### src/rtl/charger_defines.vh
// Constants for the charger SMBus register port.
// Summary of operation
// - Input over limit throttles the charge current down toward zero, system load first.
// - Input current limit register is 16 bits, 20uV or 2mA per count.
// - Input current limit sits at command 0x3F, write-word, reads back stored word.
// - Low 7 bits ignored, bits 12..7 drive the DAC, any of bits 15..13 set saturates the DAC.
// - Requests above 11.008A saturate the DAC code instead of wrapping.
// - Requests from zero up to 254mA give an effective setting of zero.
// - After reset the input current limit is 256mA, the lowest nonzero step.
// - Charging stops without a voltage or current setpoint write for 175s.
// - Charging stops when the clock line stays low longer than 25ms.
// - After a timeout charging stays off until voltage or current is rewritten.
// - Registers are 16 bits moved as two bytes, low byte first.
// - Write: address with write bit, command, low, high, Stop; each byte acknowledged.
// - A written setting takes effect only at the closing Stop.
// - One register per write transaction; extra bytes are not accepted.
// - Read: device acks address, sends low byte, host acks, high byte, host nacks.
// - One register per read transaction; no further data is supplied.
// - Five registers are readable through the previously selected command byte.
// - Voltage setpoint sits at command 0x15, write-word, same byte order.
// - Voltage and current setpoints reset to zero; charger off until both are set.
`ifndef CHARGER_DEFINES_VH
`define CHARGER_DEFINES_VH

`define SLAVE_ADDR        7'h09
`define CMD_VOLTAGE       8'h15
`define CMD_CURRENT       8'h14
`define CMD_INPUT_LIMIT   8'h3F
`define CMD_MFR_ID        8'hFE
`define CMD_DEV_ID        8'hFF

`define VOLTAGE_RESET     16'h0000
`define CURRENT_RESET     16'h0000
`define INPUT_LIMIT_RESET 16'h0080
`define INPUT_DAC_RESET   6'h01

`define DAC_LSB           7
`define DAC_MSB           12
`define INPUT_DAC_MAX     6'h2B
`define CURRENT_DAC_MAX   6'h3F

// Clock is 100 MHz; write watchdog is 175 s, clock-low watchdog is 25 ms.
`define CLK_HZ            64'h5F5E100
`define WRITE_TIMEOUT_S   64'hAF
`define SCL_LOW_MS        64'h19
`define MS_PER_S          64'h3E8
`define THROTTLE_STEP     16'h0100

`endif

### src/rtl/charger_smbus_register_port.v
// SMBus slave register port of the charger with setpoints, input limit DAC and watchdogs.
`timescale 1ns/1ps
`default_nettype none
`include "charger_defines.vh"
module charger_smbus_register_port #(
  parameter [6:0]  SLAVE_ADDR             = `SLAVE_ADDR,
  // Identification values are arbitrary.
  parameter [15:0] MFR_ID                 = 16'h00A5,
  parameter [15:0] DEV_ID                 = 16'h005A,
  parameter [63:0] WRITE_TIMEOUT_CYCLES   = `WRITE_TIMEOUT_S * `CLK_HZ,
  parameter [63:0] SCL_LOW_TIMEOUT_CYCLES = (`SCL_LOW_MS * `CLK_HZ) / `MS_PER_S,
  parameter [15:0] THROTTLE_STEP_CYCLES   = `THROTTLE_STEP
) (
  input  wire        clk,
  input  wire        resetn,
  input  wire        scl,
  input  wire        sda_in,
  output reg         sda_out,
  output reg         sda_oe,
  input  wire        input_over_limit,
  output reg         charge_enable,
  output reg  [15:0] battery_voltage_setpoint,
  output reg  [15:0] battery_current_setpoint,
  output reg  [15:0] input_current_limit,
  output reg  [5:0]  input_limit_dac_bits,
  output reg  [5:0]  charge_current_dac_bits,
  output reg         write_timeout,
  output reg         scl_low_timeout
);
  // Receive states shift eight bits and hand over to ST_ACK (ST_ADDR only on its own address), which pulls the line for the ninth bit and
  // then moves to ret_state. ST_TX and ST_MACK send a read word one byte at a time, each byte followed by
  // the host's own acknowledge bit.
  localparam [3:0] ST_IDLE  = 4'h0;
  localparam [3:0] ST_ADDR  = 4'h1;
  localparam [3:0] ST_CMD   = 4'h2;
  localparam [3:0] ST_DLO   = 4'h3;
  localparam [3:0] ST_DHI   = 4'h4;
  localparam [3:0] ST_ACK   = 4'h5;
  localparam [3:0] ST_TX    = 4'h6;
  localparam [3:0] ST_MACK  = 4'h7;
  localparam [3:0] ST_WAIT  = 4'h8;

  wire [1:0] pins_s;
  wire       scl_s;
  wire       sda_s;
  reg        scl_q;
  reg        sda_q;
  reg        over_meta;
  reg        over_s;

  smbus_pin_sync #(
    .W      (2)
  ) u_sync (
    .clk    (clk),
    .resetn (resetn),
    .d      ({scl, sda_in}),
    .q      (pins_s)
  );
  assign scl_s = pins_s[1];
  assign sda_s = pins_s[0];

  always @(posedge clk) begin
    if (!resetn) begin
      scl_q     <= 1'b1;
      sda_q     <= 1'b1;
      over_meta <= 1'b0;
      over_s    <= 1'b0;
    end else begin
      scl_q     <= scl_s;
      sda_q     <= sda_s;
      over_meta <= input_over_limit;
      over_s    <= over_meta;
    end
  end

  wire scl_rise = scl_s & ~scl_q;
  wire scl_fall = ~scl_s & scl_q;
  wire start    = scl_s & scl_q & sda_q & ~sda_s;
  wire stop     = scl_s & scl_q & ~sda_q & sda_s;

  reg [3:0]  state;
  reg [3:0]  ret_state;
  reg [3:0]  bit_cnt;
  reg [7:0]  shreg;
  reg [7:0]  tx_sh;
  reg [7:0]  cmd;
  reg [7:0]  data_lo;
  reg [7:0]  data_hi;
  reg        wr_done;
  reg        hi_sent;
  reg        ack_seen;
  reg [15:0] read_word;

  // The command byte of the last write selects what a read returns.
  always @* begin
    case (cmd)
      `CMD_VOLTAGE:     read_word = battery_voltage_setpoint;
      `CMD_CURRENT:     read_word = battery_current_setpoint;
      `CMD_INPUT_LIMIT: read_word = input_current_limit;
      `CMD_MFR_ID:      read_word = MFR_ID;
      `CMD_DEV_ID:      read_word = DEV_ID;
      default:          read_word = 16'h0000;
    endcase
  end

  // Bits are taken on the clock's rising edge; the data line only changes after a falling edge.
  always @(posedge clk) begin
    if (!resetn) begin
      state     <= ST_IDLE;
      ret_state <= ST_IDLE;
      bit_cnt   <= 4'h0;
      shreg     <= 8'h00;
      tx_sh     <= 8'h00;
      cmd       <= 8'h00;
      data_lo   <= 8'h00;
      data_hi   <= 8'h00;
      wr_done   <= 1'b0;
      hi_sent   <= 1'b0;
      ack_seen  <= 1'b0;
      sda_oe    <= 1'b0;
      sda_out   <= 1'b0;
    end else if (start) begin
      // A repeated start drops an unfinished write; only a Stop commits.
      state   <= ST_ADDR;
      bit_cnt <= 4'h0;
      sda_oe  <= 1'b0;
      wr_done <= 1'b0;
    end else if (stop) begin
      state   <= ST_IDLE;
      sda_oe  <= 1'b0;
      wr_done <= 1'b0;
    end else begin
      case (state)
        ST_ADDR, ST_CMD, ST_DLO, ST_DHI: begin
          if (scl_rise && bit_cnt != 4'h8) begin
            shreg   <= {shreg[6:0], sda_s};
            bit_cnt <= bit_cnt + 4'h1;
          end
          if (scl_fall && bit_cnt == 4'h8) begin
            bit_cnt <= 4'h0;
            case (state)
              ST_ADDR: begin
                if (shreg[7:1] == SLAVE_ADDR) begin
                  sda_oe    <= 1'b1;
                  state     <= ST_ACK;
                  ret_state <= shreg[0] ? ST_TX : ST_CMD;
                end else begin
                  state <= ST_WAIT;
                end
              end
              ST_CMD: begin
                cmd       <= shreg;
                sda_oe    <= 1'b1;
                state     <= ST_ACK;
                ret_state <= ST_DLO;
              end
              ST_DLO: begin
                data_lo   <= shreg;
                sda_oe    <= 1'b1;
                state     <= ST_ACK;
                ret_state <= ST_DHI;
              end
              ST_DHI: begin
                data_hi   <= shreg;
                wr_done   <= 1'b1;
                sda_oe    <= 1'b1;
                state     <= ST_ACK;
                ret_state <= ST_WAIT;
              end
              default: begin
                state <= ST_IDLE;
              end
            endcase
          end
        end
        ST_ACK: begin
          if (scl_fall) begin
            state   <= ret_state;
            bit_cnt <= 4'h0;
            if (ret_state == ST_TX) begin
              sda_oe  <= ~read_word[7];
              tx_sh   <= {read_word[6:0], 1'b0};
              hi_sent <= 1'b0;
            end else begin
              sda_oe <= 1'b0;
            end
          end
        end
        ST_TX: begin
          if (scl_rise)
            bit_cnt <= bit_cnt + 4'h1;
          if (scl_fall) begin
            if (bit_cnt == 4'h8) begin
              sda_oe  <= 1'b0;
              state   <= ST_MACK;
              bit_cnt <= 4'h0;
            end else begin
              sda_oe <= ~tx_sh[7];
              tx_sh  <= {tx_sh[6:0], 1'b0};
            end
          end
        end
        ST_MACK: begin
          if (scl_rise)
            ack_seen <= ~sda_s;
          if (scl_fall) begin
            if (ack_seen && !hi_sent) begin
              sda_oe  <= ~read_word[15];
              tx_sh   <= {read_word[14:8], 1'b0};
              hi_sent <= 1'b1;
              state   <= ST_TX;
            end else begin
              // A host that acknowledges the high byte anyway sees a released line from here on.
              state <= ST_WAIT;
            end
          end
        end
        ST_WAIT: begin
          // Extra bytes go unacknowledged until the host ends the transaction.
          sda_oe <= 1'b0;
        end
        ST_IDLE: begin
          sda_oe <= 1'b0;
        end
        default: begin
          state  <= ST_IDLE;
          sda_oe <= 1'b0;
        end
      endcase
    end
  end

  wire        commit   = stop & wr_done;
  wire [15:0] wr_word  = {data_hi, data_lo};
  wire        feed     = commit & ((cmd == `CMD_VOLTAGE) | (cmd == `CMD_CURRENT));
  wire [5:0]  in_code  = wr_word[`DAC_MSB:`DAC_LSB];
  wire        in_over  = (wr_word[15:13] != 3'h0) | (in_code > `INPUT_DAC_MAX);
  wire        setpoints_valid = (battery_voltage_setpoint != 16'h0000) & (battery_current_setpoint != 16'h0000);
  reg  [5:0]  in_dac;
  reg  [5:0]  cur_code;

  // Input limit code: a request past the top step saturates, one below 256mA is naturally zero.
  always @* begin
    if (in_over)
      in_dac = `INPUT_DAC_MAX;
    else
      in_dac = in_code;
  end

  // Charge current code: any of bits 15..13 set asks for more than the top step.
  always @* begin
    if (battery_current_setpoint[15:13] != 3'h0)
      cur_code = `CURRENT_DAC_MAX;
    else
      cur_code = battery_current_setpoint[`DAC_MSB:`DAC_LSB];
  end

  always @(posedge clk) begin
    if (!resetn) begin
      battery_voltage_setpoint <= `VOLTAGE_RESET;
      battery_current_setpoint <= `CURRENT_RESET;
      input_current_limit      <= `INPUT_LIMIT_RESET;
      input_limit_dac_bits     <= `INPUT_DAC_RESET;
    end else if (commit) begin
      case (cmd)
        `CMD_VOLTAGE: battery_voltage_setpoint <= wr_word;
        `CMD_CURRENT: battery_current_setpoint <= wr_word;
        `CMD_INPUT_LIMIT: begin
          input_current_limit <= wr_word;
          input_limit_dac_bits <= in_dac;
        end
        default: input_current_limit <= input_current_limit;
      endcase
    end
  end

  reg [35:0] wr_cnt;
  reg [35:0] low_cnt;
  wire       wr_expired  = ({28'h0, wr_cnt} >= WRITE_TIMEOUT_CYCLES);
  wire       low_expired = ({28'h0, low_cnt} > SCL_LOW_TIMEOUT_CYCLES);

  // Both counters park once expired, so each flag is set only on the way in; a level set would hold the
  // flag through the very setpoint write meant to clear it. An expiry landing with such a write still wins.
  always @(posedge clk) begin
    if (!resetn) begin
      wr_cnt        <= 36'h0;
      write_timeout <= 1'b0;
    end else begin
      if (feed)
        wr_cnt <= 36'h0;
      else if (!wr_expired)
        wr_cnt <= wr_cnt + 36'h1;
      if (wr_expired && !write_timeout)
        write_timeout <= 1'b1;
      else if (feed)
        write_timeout <= 1'b0;
    end
  end

  always @(posedge clk) begin
    if (!resetn) begin
      low_cnt         <= 36'h0;
      scl_low_timeout <= 1'b0;
    end else begin
      if (scl_s)
        low_cnt <= 36'h0;
      else if (!low_expired)
        low_cnt <= low_cnt + 36'h1;
      if (low_expired && !scl_low_timeout)
        scl_low_timeout <= 1'b1;
      else if (feed)
        scl_low_timeout <= 1'b0;
    end
  end

  always @(posedge clk) begin
    if (!resetn)
      charge_enable <= 1'b0;
    else
      charge_enable <= setpoints_valid & ~write_timeout & ~scl_low_timeout;
  end

  // The loop steps the current code by one each interval, dropping at once to a lower target, a coarse digital stand-in for the
  // analog regulator: slow enough not to chatter, but it lags fast load transients.
  reg [15:0] step_cnt;
  wire       step = (step_cnt == 16'h0000);
  wire [5:0] target = charge_enable ? cur_code : 6'h00;

  always @(posedge clk) begin
    if (!resetn) begin
      step_cnt                <= 16'h0000;
      charge_current_dac_bits <= 6'h00;
    end else begin
      step_cnt <= step ? THROTTLE_STEP_CYCLES - 16'h1 : step_cnt - 16'h1;
      if (charge_current_dac_bits > target)
        charge_current_dac_bits <= target;
      else if (step && over_s && charge_current_dac_bits != 6'h00)
        charge_current_dac_bits <= charge_current_dac_bits - 6'h01;
      else if (step && !over_s && charge_current_dac_bits < target)
        charge_current_dac_bits <= charge_current_dac_bits + 6'h01;
    end
  end
endmodule
`default_nettype wire

### src/rtl/smbus_pin_sync.v
// Two-flop synchroniser for the bus pins.
`timescale 1ns/1ps
`default_nettype none
module smbus_pin_sync #(
  parameter W = 2
) (
  input  wire         clk,
  input  wire         resetn,
  input  wire [W-1:0] d,
  output reg  [W-1:0] q
);
  reg [W-1:0] meta;

  // An idle bus reads high, so both stages reset to ones.
  always @(posedge clk) begin
    if (!resetn) begin
      meta <= {W{1'b1}};
      q    <= {W{1'b1}};
    end else begin
      meta <= d;
      q    <= meta;
    end
  end
endmodule
`default_nettype wire

### config.mk
export PLATFORM = sky130hd
export DESIGN_NAME = charger_smbus_register_port
export DESIGN_NICKNAME = d
export VERILOG_FILES = /design/src/rtl/charger_smbus_register_port.v /design/src/rtl/smbus_pin_sync.v
export VERILOG_INCLUDE_DIRS = /design/src /design/src/rtl
export SDC_FILE = /design/constraint.sdc
export NUM_CORES = 1
export LEC_CHECK = 0
export BUFFER_PORTS_ARGS = -buffer_cell sky130_fd_sc_hd__buf_2
export CAP_MARGIN = 10
export CORE_ASPECT_RATIO = 0.75
export CORE_MARGIN = 5
export CORE_UTILIZATION = 50
export CTS_BUF_LIST = sky130_fd_sc_hd__clkbuf_4 sky130_fd_sc_hd__clkbuf_8 sky130_fd_sc_hd__clkbuf_16
export DETAILED_ROUTE_END_ITERATION = 10
export PLACE_DENSITY = 0.65
export SYNTH_ARGS = -nofsm -noshare
export SYNTH_HDL_FRONTEND = slang
export SYNTH_HIERARCHICAL = 1
export SYNTH_SLANG_ARGS = --single-unit
### constraint.sdc
create_clock -name clk -period 3.6 [get_ports clk]
set_clock_uncertainty 0.2 [all_clocks]
set_input_delay 0.72 -clock clk [delete_from_list [all_inputs] [get_ports clk]]
set_output_delay 0.72 -clock clk [all_outputs]
set_load 0.01 [all_outputs]
### After elaboration in Yosys (flattened, before gate mapping)

Cells that the tools add are included.

| word-level totals | value |
|---|---|
| register bits after elaboration | 215 |
| bits of input ports | 5 |
| output and inout bits | 65 |
| logic and storage cells | 209 |

| cells by class | value |
|---|---|
| reductions and logical operators | 51 |
| mux-type cells | 54 |
| bitwise operators | 27 |
| $lt $le $gt $ge | 5 |
| equal/unequal tests | 35 |
| $add $sub $neg | 6 |

Operator list:

| kind | number |
|---|---|
| $pmux 16 s5 | 1 |
| $add 36x1->36 const B | 2 |
| $mux 4 | 14 |
| $mux 8 | 7 |
| $ge 36x35->1 const B | 1 |
| $gt 36x22->1 const B | 1 |
| $mux 6 | 6 |
| $reduce_bool 16->1 | 2 |
| $ne 4x4->1 const B | 6 |
| $pmux 8 s3 | 1 |
| $eq 4x3->1 const B | 5 |
| $pmux 4 s5 | 1 |
| $ne 2x2->1 const B | 9 |
| $reduce_and 6->1 | 3 |
| $mux 1 | 17 |
| $eq 8x5->1 const B | 2 |
| $eq 8x8->1 const B | 2 |
| $logic_not 16->1 | 1 |
| $pmux 4 s4 | 1 |
| $sub 16x1->16 const B | 1 |
| $reduce_and 5->1 | 3 |
| $reduce_bool 3->1 | 5 |
| $reduce_and 7->1 | 2 |
| $not 1->1 | 13 |
| 33 further kinds | 72 |

### Depth between registers and ports, before layout

| depth | value |
|---|---|
| depth after elaboration | 8 |
| depth in mapped cells | 13 |
| mapped depth without buffers | 13 |

### Cells and area by module

The synthesis kept the hierarchy.

By module, submodules not included:

| module | seq. area each (µm²) | instances | cells an instance | area each (µm²) |
|---|---|---|---|---|
| charger_smbus_register_port | 4204.0 | 1 | 1185 | 9867.0 |
| smbus_pin_sync | 80.1 | 1 | 8 | 105.1 |

### Worst setup path before layout

Ideal clock, no wire load.

| timing path | value |
|---|---|
| path type | reg-to-reg |
| from | reg battery_current_setpoint[13] |
| to | reg charge_current_dac_bits[5] |
| buffers on the path | 0 |
| arrival | 2.633 ns |
| stages on the path, launching flop included | 10 |
| clock period less this slack | 2.908 ns |
| library setup time | 0.074 ns |
| path slack | 0.692 ns |
| required time | 3.326 ns |
| path through | dfxtp_1 -> or3_1 -> o21ai_0 -> ha_1 -> a21oi_1 -> o21ai_0 -> or2_2 -> o311ai_0 -> nand4b_1 -> a31oi_1 |

| on the way | value |
|---|---|
| cells in the longest elaborated chain, start to end | 6 |
| elaborated cells on any way between the ends | 8 |
| those cells by class | order compare: 2; mux: 3; reduce/logical: 3 |

Ends and longest elaborated chain:

| item | line | RTL |
|---|---|---|
| start: declaration | charger_smbus_register_port.v:23 | `output reg [15:0] battery_current_setpoint,` |
| start signal: assignment | charger_smbus_register_port.v:261 | `` battery_current_setpoint <= `CURRENT_RESET; `` |
| start signal: assignment | charger_smbus_register_port.v:267 | `` `CMD_CURRENT: battery_current_setpoint <= wr_word; `` |
| $reduce_bool 3->1 * | charger_smbus_register_port.v:252 | `if (battery_current_setpoint[15:13] != 3'h0)` |
| $mux 6 * | charger_smbus_register_port.v:252 |  |
| $mux 6 * | charger_smbus_register_port.v:327 | `wire [5:0] target = charge_enable ? cur_code : 6'h00;` |
| $lt 6x6->1 | charger_smbus_register_port.v:339 | `else if (step && !over_s && charge_current_dac_bits < target)` |
| $logic_and 1x1->1 | charger_smbus_register_port.v:339 |  |
| $reduce_bool 3->1 (no line) | n/a |  |
| end signal: assignment | charger_smbus_register_port.v:336 | `charge_current_dac_bits <= target;` |
| end signal: assignment | charger_smbus_register_port.v:338 | `charge_current_dac_bits <= charge_current_dac_bits - 6'h01;` |
| end signal: assignment | charger_smbus_register_port.v:340 | `charge_current_dac_bits <= charge_current_dac_bits + 6'h01;` |
| end: declaration | charger_smbus_register_port.v:26 | `output reg [5:0] charge_current_dac_bits,` |

Mark *: on every way between the ends. The rest lies on a longest branch, timed or not.
A chain may end at the register's enable or synchronous reset.

### Worst setup path in the final report

| timing path | value |
|---|---|
| from | reg step_cnt[0] |
| to | reg charge_current_dac_bits[5] |

| on the way | value |
|---|---|
| cells in the longest elaborated chain, start to end | 5 |
| elaborated cells on any way between the ends | 8 |
| those cells by class | mux: 2; reduce/logical: 6 |

Ends and longest elaborated chain:

| item | line | RTL |
|---|---|---|
| start: declaration | charger_smbus_register_port.v:325 | `reg [15:0] step_cnt;` |
| start signal: assignment | charger_smbus_register_port.v:334 | `step_cnt <= step ? THROTTLE_STEP_CYCLES - 16'h1 : step_cnt - 16'h1;` |
| $logic_not 16->1 * | charger_smbus_register_port.v:326 | `wire step = (step_cnt == 16'h0000);` |
| $logic_and 1x1->1 (2 in a row) | charger_smbus_register_port.v:337 | `else if (step && over_s && charge_current_dac_bits != 6'h00)` |
| $mux 6 | charger_smbus_register_port.v:337 |  |
| $mux 6 | charger_smbus_register_port.v:335 | `if (charge_current_dac_bits > target)` |

Marks and branches as above.

==> impl_metrics.json <==
{
  "crit_start": "step_cnt[0]$_SDFF_PN0_",
  "wl_per_cell_um": 17.4,
  "powerDensity_nw_per_um2": 518,
  "ctsResizeCount": 0,
  "first_pass_iters": 5,
  "crit_type": "reg -> reg",
  "path_cells": "inv_1, ha_1, nor4b_1, nand4b_1, a311o_1, inv_1, ha_1, a211oi_1, o21bai_1, a21oi_1, xnor2_1, nand4b_1, a31oi_1",
  "min_period_ns": 3.12,
  "grt_pass1_wl_mm": 43.5,
  "insertedDiodeCount": 0,
  "hold_path_class": "in -> reg",
  "io_pins": 70,
  "setup-tns-final_ns": 0,
  "place_hpwl_mm": 17.8,
  "cts.htree.levels": 1,
  "relSlewSlack": 0.245,
  "postSynthCellCount": 1193,
  "post_dp_cell_area_um2": 10600,
  "postCtsSetupBuffers": 0,
  "power.internal_uw": 4360,
  "grt_usage": 0.223,
  "routabilityCongestion": 0.878,
  "synth_area_leaders": "dfxtp_1, mux2i_1, a21oi_1",
  "dieArea_um2": 22900,
  "reg2reg_to": "charge_current_dac_bits[5]$_SDFFE_PN0P_",
  "synth_largest_area_cell": "dfxtp_1",
  "yosysWarnings": 6,
  "required_ns": 3.75,
  "final_antenna_net_count": 0,
  "regToRegSetupSlack_ns": 0.48,
  "critical-path-top-delay-family": "compound AO/OA/AOI/OAI gates",
  "synth_area_per_cell_um2": 8.36,
  "crit_cells": 13,
  "swShare": 0.260,
  "fin_cells": 1515,
  "pre_cts_ws_ns": 0.530,
  "finalSetupViolCount": 0,
  "grt_setup_unrepaired": "no",
  "portBuffers": 68,
  "max_clock_freq_mhz": 320,
  "cp_num_buf_inv": 2,
  "crit_slowest_cell": "a311o_1",
  "start_util": 0.512,
  "power_frac_clock": 0.424,
  "cts_tree": "yes",
  "pwr-share-comb": 0.136,
  "first_global_vias": 8128,
  "clk_latency_ns": 0.52,
  "dieHeight_um": 132,
  "synth_top_area_share": 0.430,
  "p_seq_frac": 0.440,
  "hold_buffers": 0,
  "tightest_slew_ns": 1.12,
  "synth-seq-cells": 214,
  "grt-busiest-layer": "met1",
  "fin_crit_sh": 0.867,
  "synth_ff_type": "dfxtp_1",
  "synth-edff-count": 0,
  "drive_gt1_frac": 0.111,
  "layout.filler_cells": 1778,
  "cts.sinks": 214,
  "syn_to_final_growth_pct": 13.9,
  "irDropWorstVdd_mv": 0.297,
  "grt_antenna_before_repair": 0,
  "cts_buffer_depth": 3,
  "coreArea_um2": 19500,
  "synth_fp_nets": 1217,
  "num_vias": 9043,
  "num-nets-final": 1270,
  "met3_usage": 0.0444,
  "drc_errors": 0,
  "cap_violations": 0,
  "final_hold_viol_count": 0,
  "endpoint": "charge_current_dac_bits[5]$_SDFFE_PN0P_",
  "wirelength_mm": 26.3,
  "grt_max_degree": 104,
  "p_leak_uw": 0.00435,
  "fin_area_um2": 11400,
  "drtIter0Drc": 799,
  "power_switching_uw": 1530,
  "yosysSeqAreaShare": 0.430,
  "slowest_delay_ns": 0.44,
  "critPathMaxFanout": 5,
  "worst_slack_ns": 0.478,
  "rows": 44,
  "synthArstFlopShare": 0,
  "crit_path_start_kind": "flip-flop",
  "grtUsageMet1": 0.347,
  "total_power_uw": 5890,
  "die_w_um": 173,
  "clk_pin_slew_worst_paths_ns": 0.06,
  "numCtsBuffers": 22,
  "critPathArrivalTime_ns": 3.28,
  "status": "finished, final reports clean",
  "reg2reg_depth": 13,
  "synth_area_um2": 9970,
  "reg2reg_from": "step_cnt[0]$_SDFF_PN0_",
  "end_kind": "flip-flop",
  "gr-total-overflow": 0,
  "yosysUniqueCellTypes": 70,
  "timing_max_transition_violations_final": 0,
  "dp_cells": 1475,
  "root_buffer": "clkbuf_16",
  "globalRouteMet2Util": 0.317,
  "vias_per_cell": 5.97
}
==> cells in the mapped netlist (all sizes together), types with 3 or more instances <==
cell type	n
or2	4
mux2	3
a211oi	11
o41ai	4
a31oi	12
and4	9
or4	27
clkbuf	55
nor3b	3
nor2	110
o211ai	13
o21a	8
dfxtp	214
a21oi	112
nand3	36
o311ai	4
o31ai	16
a222oi	6
nor3	21
nand4	24
nand2b	15
and2	23
a2111oi	3
nor4	19
ha	18
xor2	7
nand2	143
xnor2	15
mux2i	58
a22oi	4
inv	32
a21boi	4
o21ai	69
nor2b	8
and3	10
or3	25
buf	5
a2111o	3
==> flip-flops by register name (all words and copies together), names as in the netlist, 4 cells and up <==
name and cells:
battery_voltage_setpoint 16, bit_cnt 4, state 4, tx_sh 7, step_cnt 16, cmd 8, battery_current_setpoint 16, ret_state 4
wr_cnt 36, data_hi 8, charge_current_dac_bits 6, input_current_limit 16, low_cnt 36, input_limit_dac_bits 6, data_lo 8, shreg 8
==> per-stage QoR <==
step	util	hold WS, ns
after floorplan	-	0.186
after global placement	0.542	0.195
after detailed placement	0.542	0.201
after CTS	0.583	0.189
after global routing	0.583	0.195
final	0.583	0.201
==> kinds of logic after synthesis <==
| logic type | count (synthesis) | synth area share |
|---|---|---|
| fa+ha+maj | 19 | 0.0246 |
| compound gates | 294 | 0.182 |
| xor+xnor | 22 | 0.0193 |
| simple gates | 489 | 0.246 |
| other cells | 1 | 0.000376 |
| flops | 214 | 0.430 |
| buf+inv | 93 | 0.0364 |
| mux | 61 | 0.0616 |
==> metal layers <==
| layer | share of wire | vias to the layer above |
|---|---|---|
| met3 | 0.073 | 45 |
| li1 | - | 4449 |
| met2 | 0.41 | 303 |
| met4 | 0.018 | 0 |
| met1 | 0.50 | 4246 |
| met5 | 0 | - |
==> cells in the final DEF, fill, tap and decap left out, types with 5 or more instances in the layout <==
cell / instances
mux2i_1: 58
inv_1: 32
or4_1: 26
clkinv_2: 6
a222oi_1: 6
nand3_1: 36
nand2_1: 143
nor2_1: 109
o211ai_1: 13
o21ai_0: 67
o31ai_1: 16
nor3_1: 21
xnor2_1: 15
nor2b_1: 8
and3_1: 10
a21oi_1: 112
a211oi_1: 11
nand4_1: 24
or3_1: 25
o21a_1: 8
ha_1: 18
nor4_1: 19
buf_2: 68
a31oi_1: 12
and4_1: 9
nand2b_1: 15
buf_4: 21
and2_1: 23
clkbuf_8: 5
dfxtp_1: 214
clkbuf_16: 22
xor2_1: 7
==> cell type report <==
type / instances / area (µm²) / share of cell area
multi-input combinational: 886 / 5330 / 0.469
sequential: 214 / 4280 / 0.377
clock buffer: 30 / 642 / 0.0565
timing repair buffer: 89 / 498 / 0.0438
tap: 253 / 317 / 0.0279
clock inverter: 10 / 161 / 0.0142
inverter: 33 / 125 / 0.0110
==> power groups by stage <==
| stage | logic [µW] | registers, µW | clock network (µW) |
|---|---|---|---|
| 2_1_floorplan | 592 | 2610 | 0 |
| 3_3_place_gp | 790 | 2630 | 0 |
| 3_5_place_dp | 793 | 2640 | 0 |
| 4_1_cts | 800 | 2590 | 2540 |
| 5_1_grt | 906 | 2610 | 2650 |
| 6_report | 802 | 2590 | 2490 |
==> worst min path at each step <==
| stage | start | end | slack [ns] | cells past startpoint |
|---|---|---|---|---|
| 4_1_cts | sda_in | u_sync/meta[0]$_SDFF_PN1_ | 0.19 | 2 |
| 2_1_floorplan | u_sync/meta[0]$_SDFF_PN1_ | u_sync/q[0]$_SDFF_PN1_ | 0.19 | 1 |
| 3_5_place_dp | u_sync/meta[1]$_SDFF_PN1_ | u_sync/q[1]$_SDFF_PN1_ | 0.20 | 1 |
| 5_1_grt | input_over_limit | over_meta$_SDFF_PN0_ | 0.19 | 2 |
| 6_report | sda_in | u_sync/meta[0]$_SDFF_PN1_ | 0.20 | 2 |
| 3_3_place_gp | u_sync/meta[0]$_SDFF_PN1_ | u_sync/q[0]$_SDFF_PN1_ | 0.20 | 1 |
(Power assumes the default switching activity.)
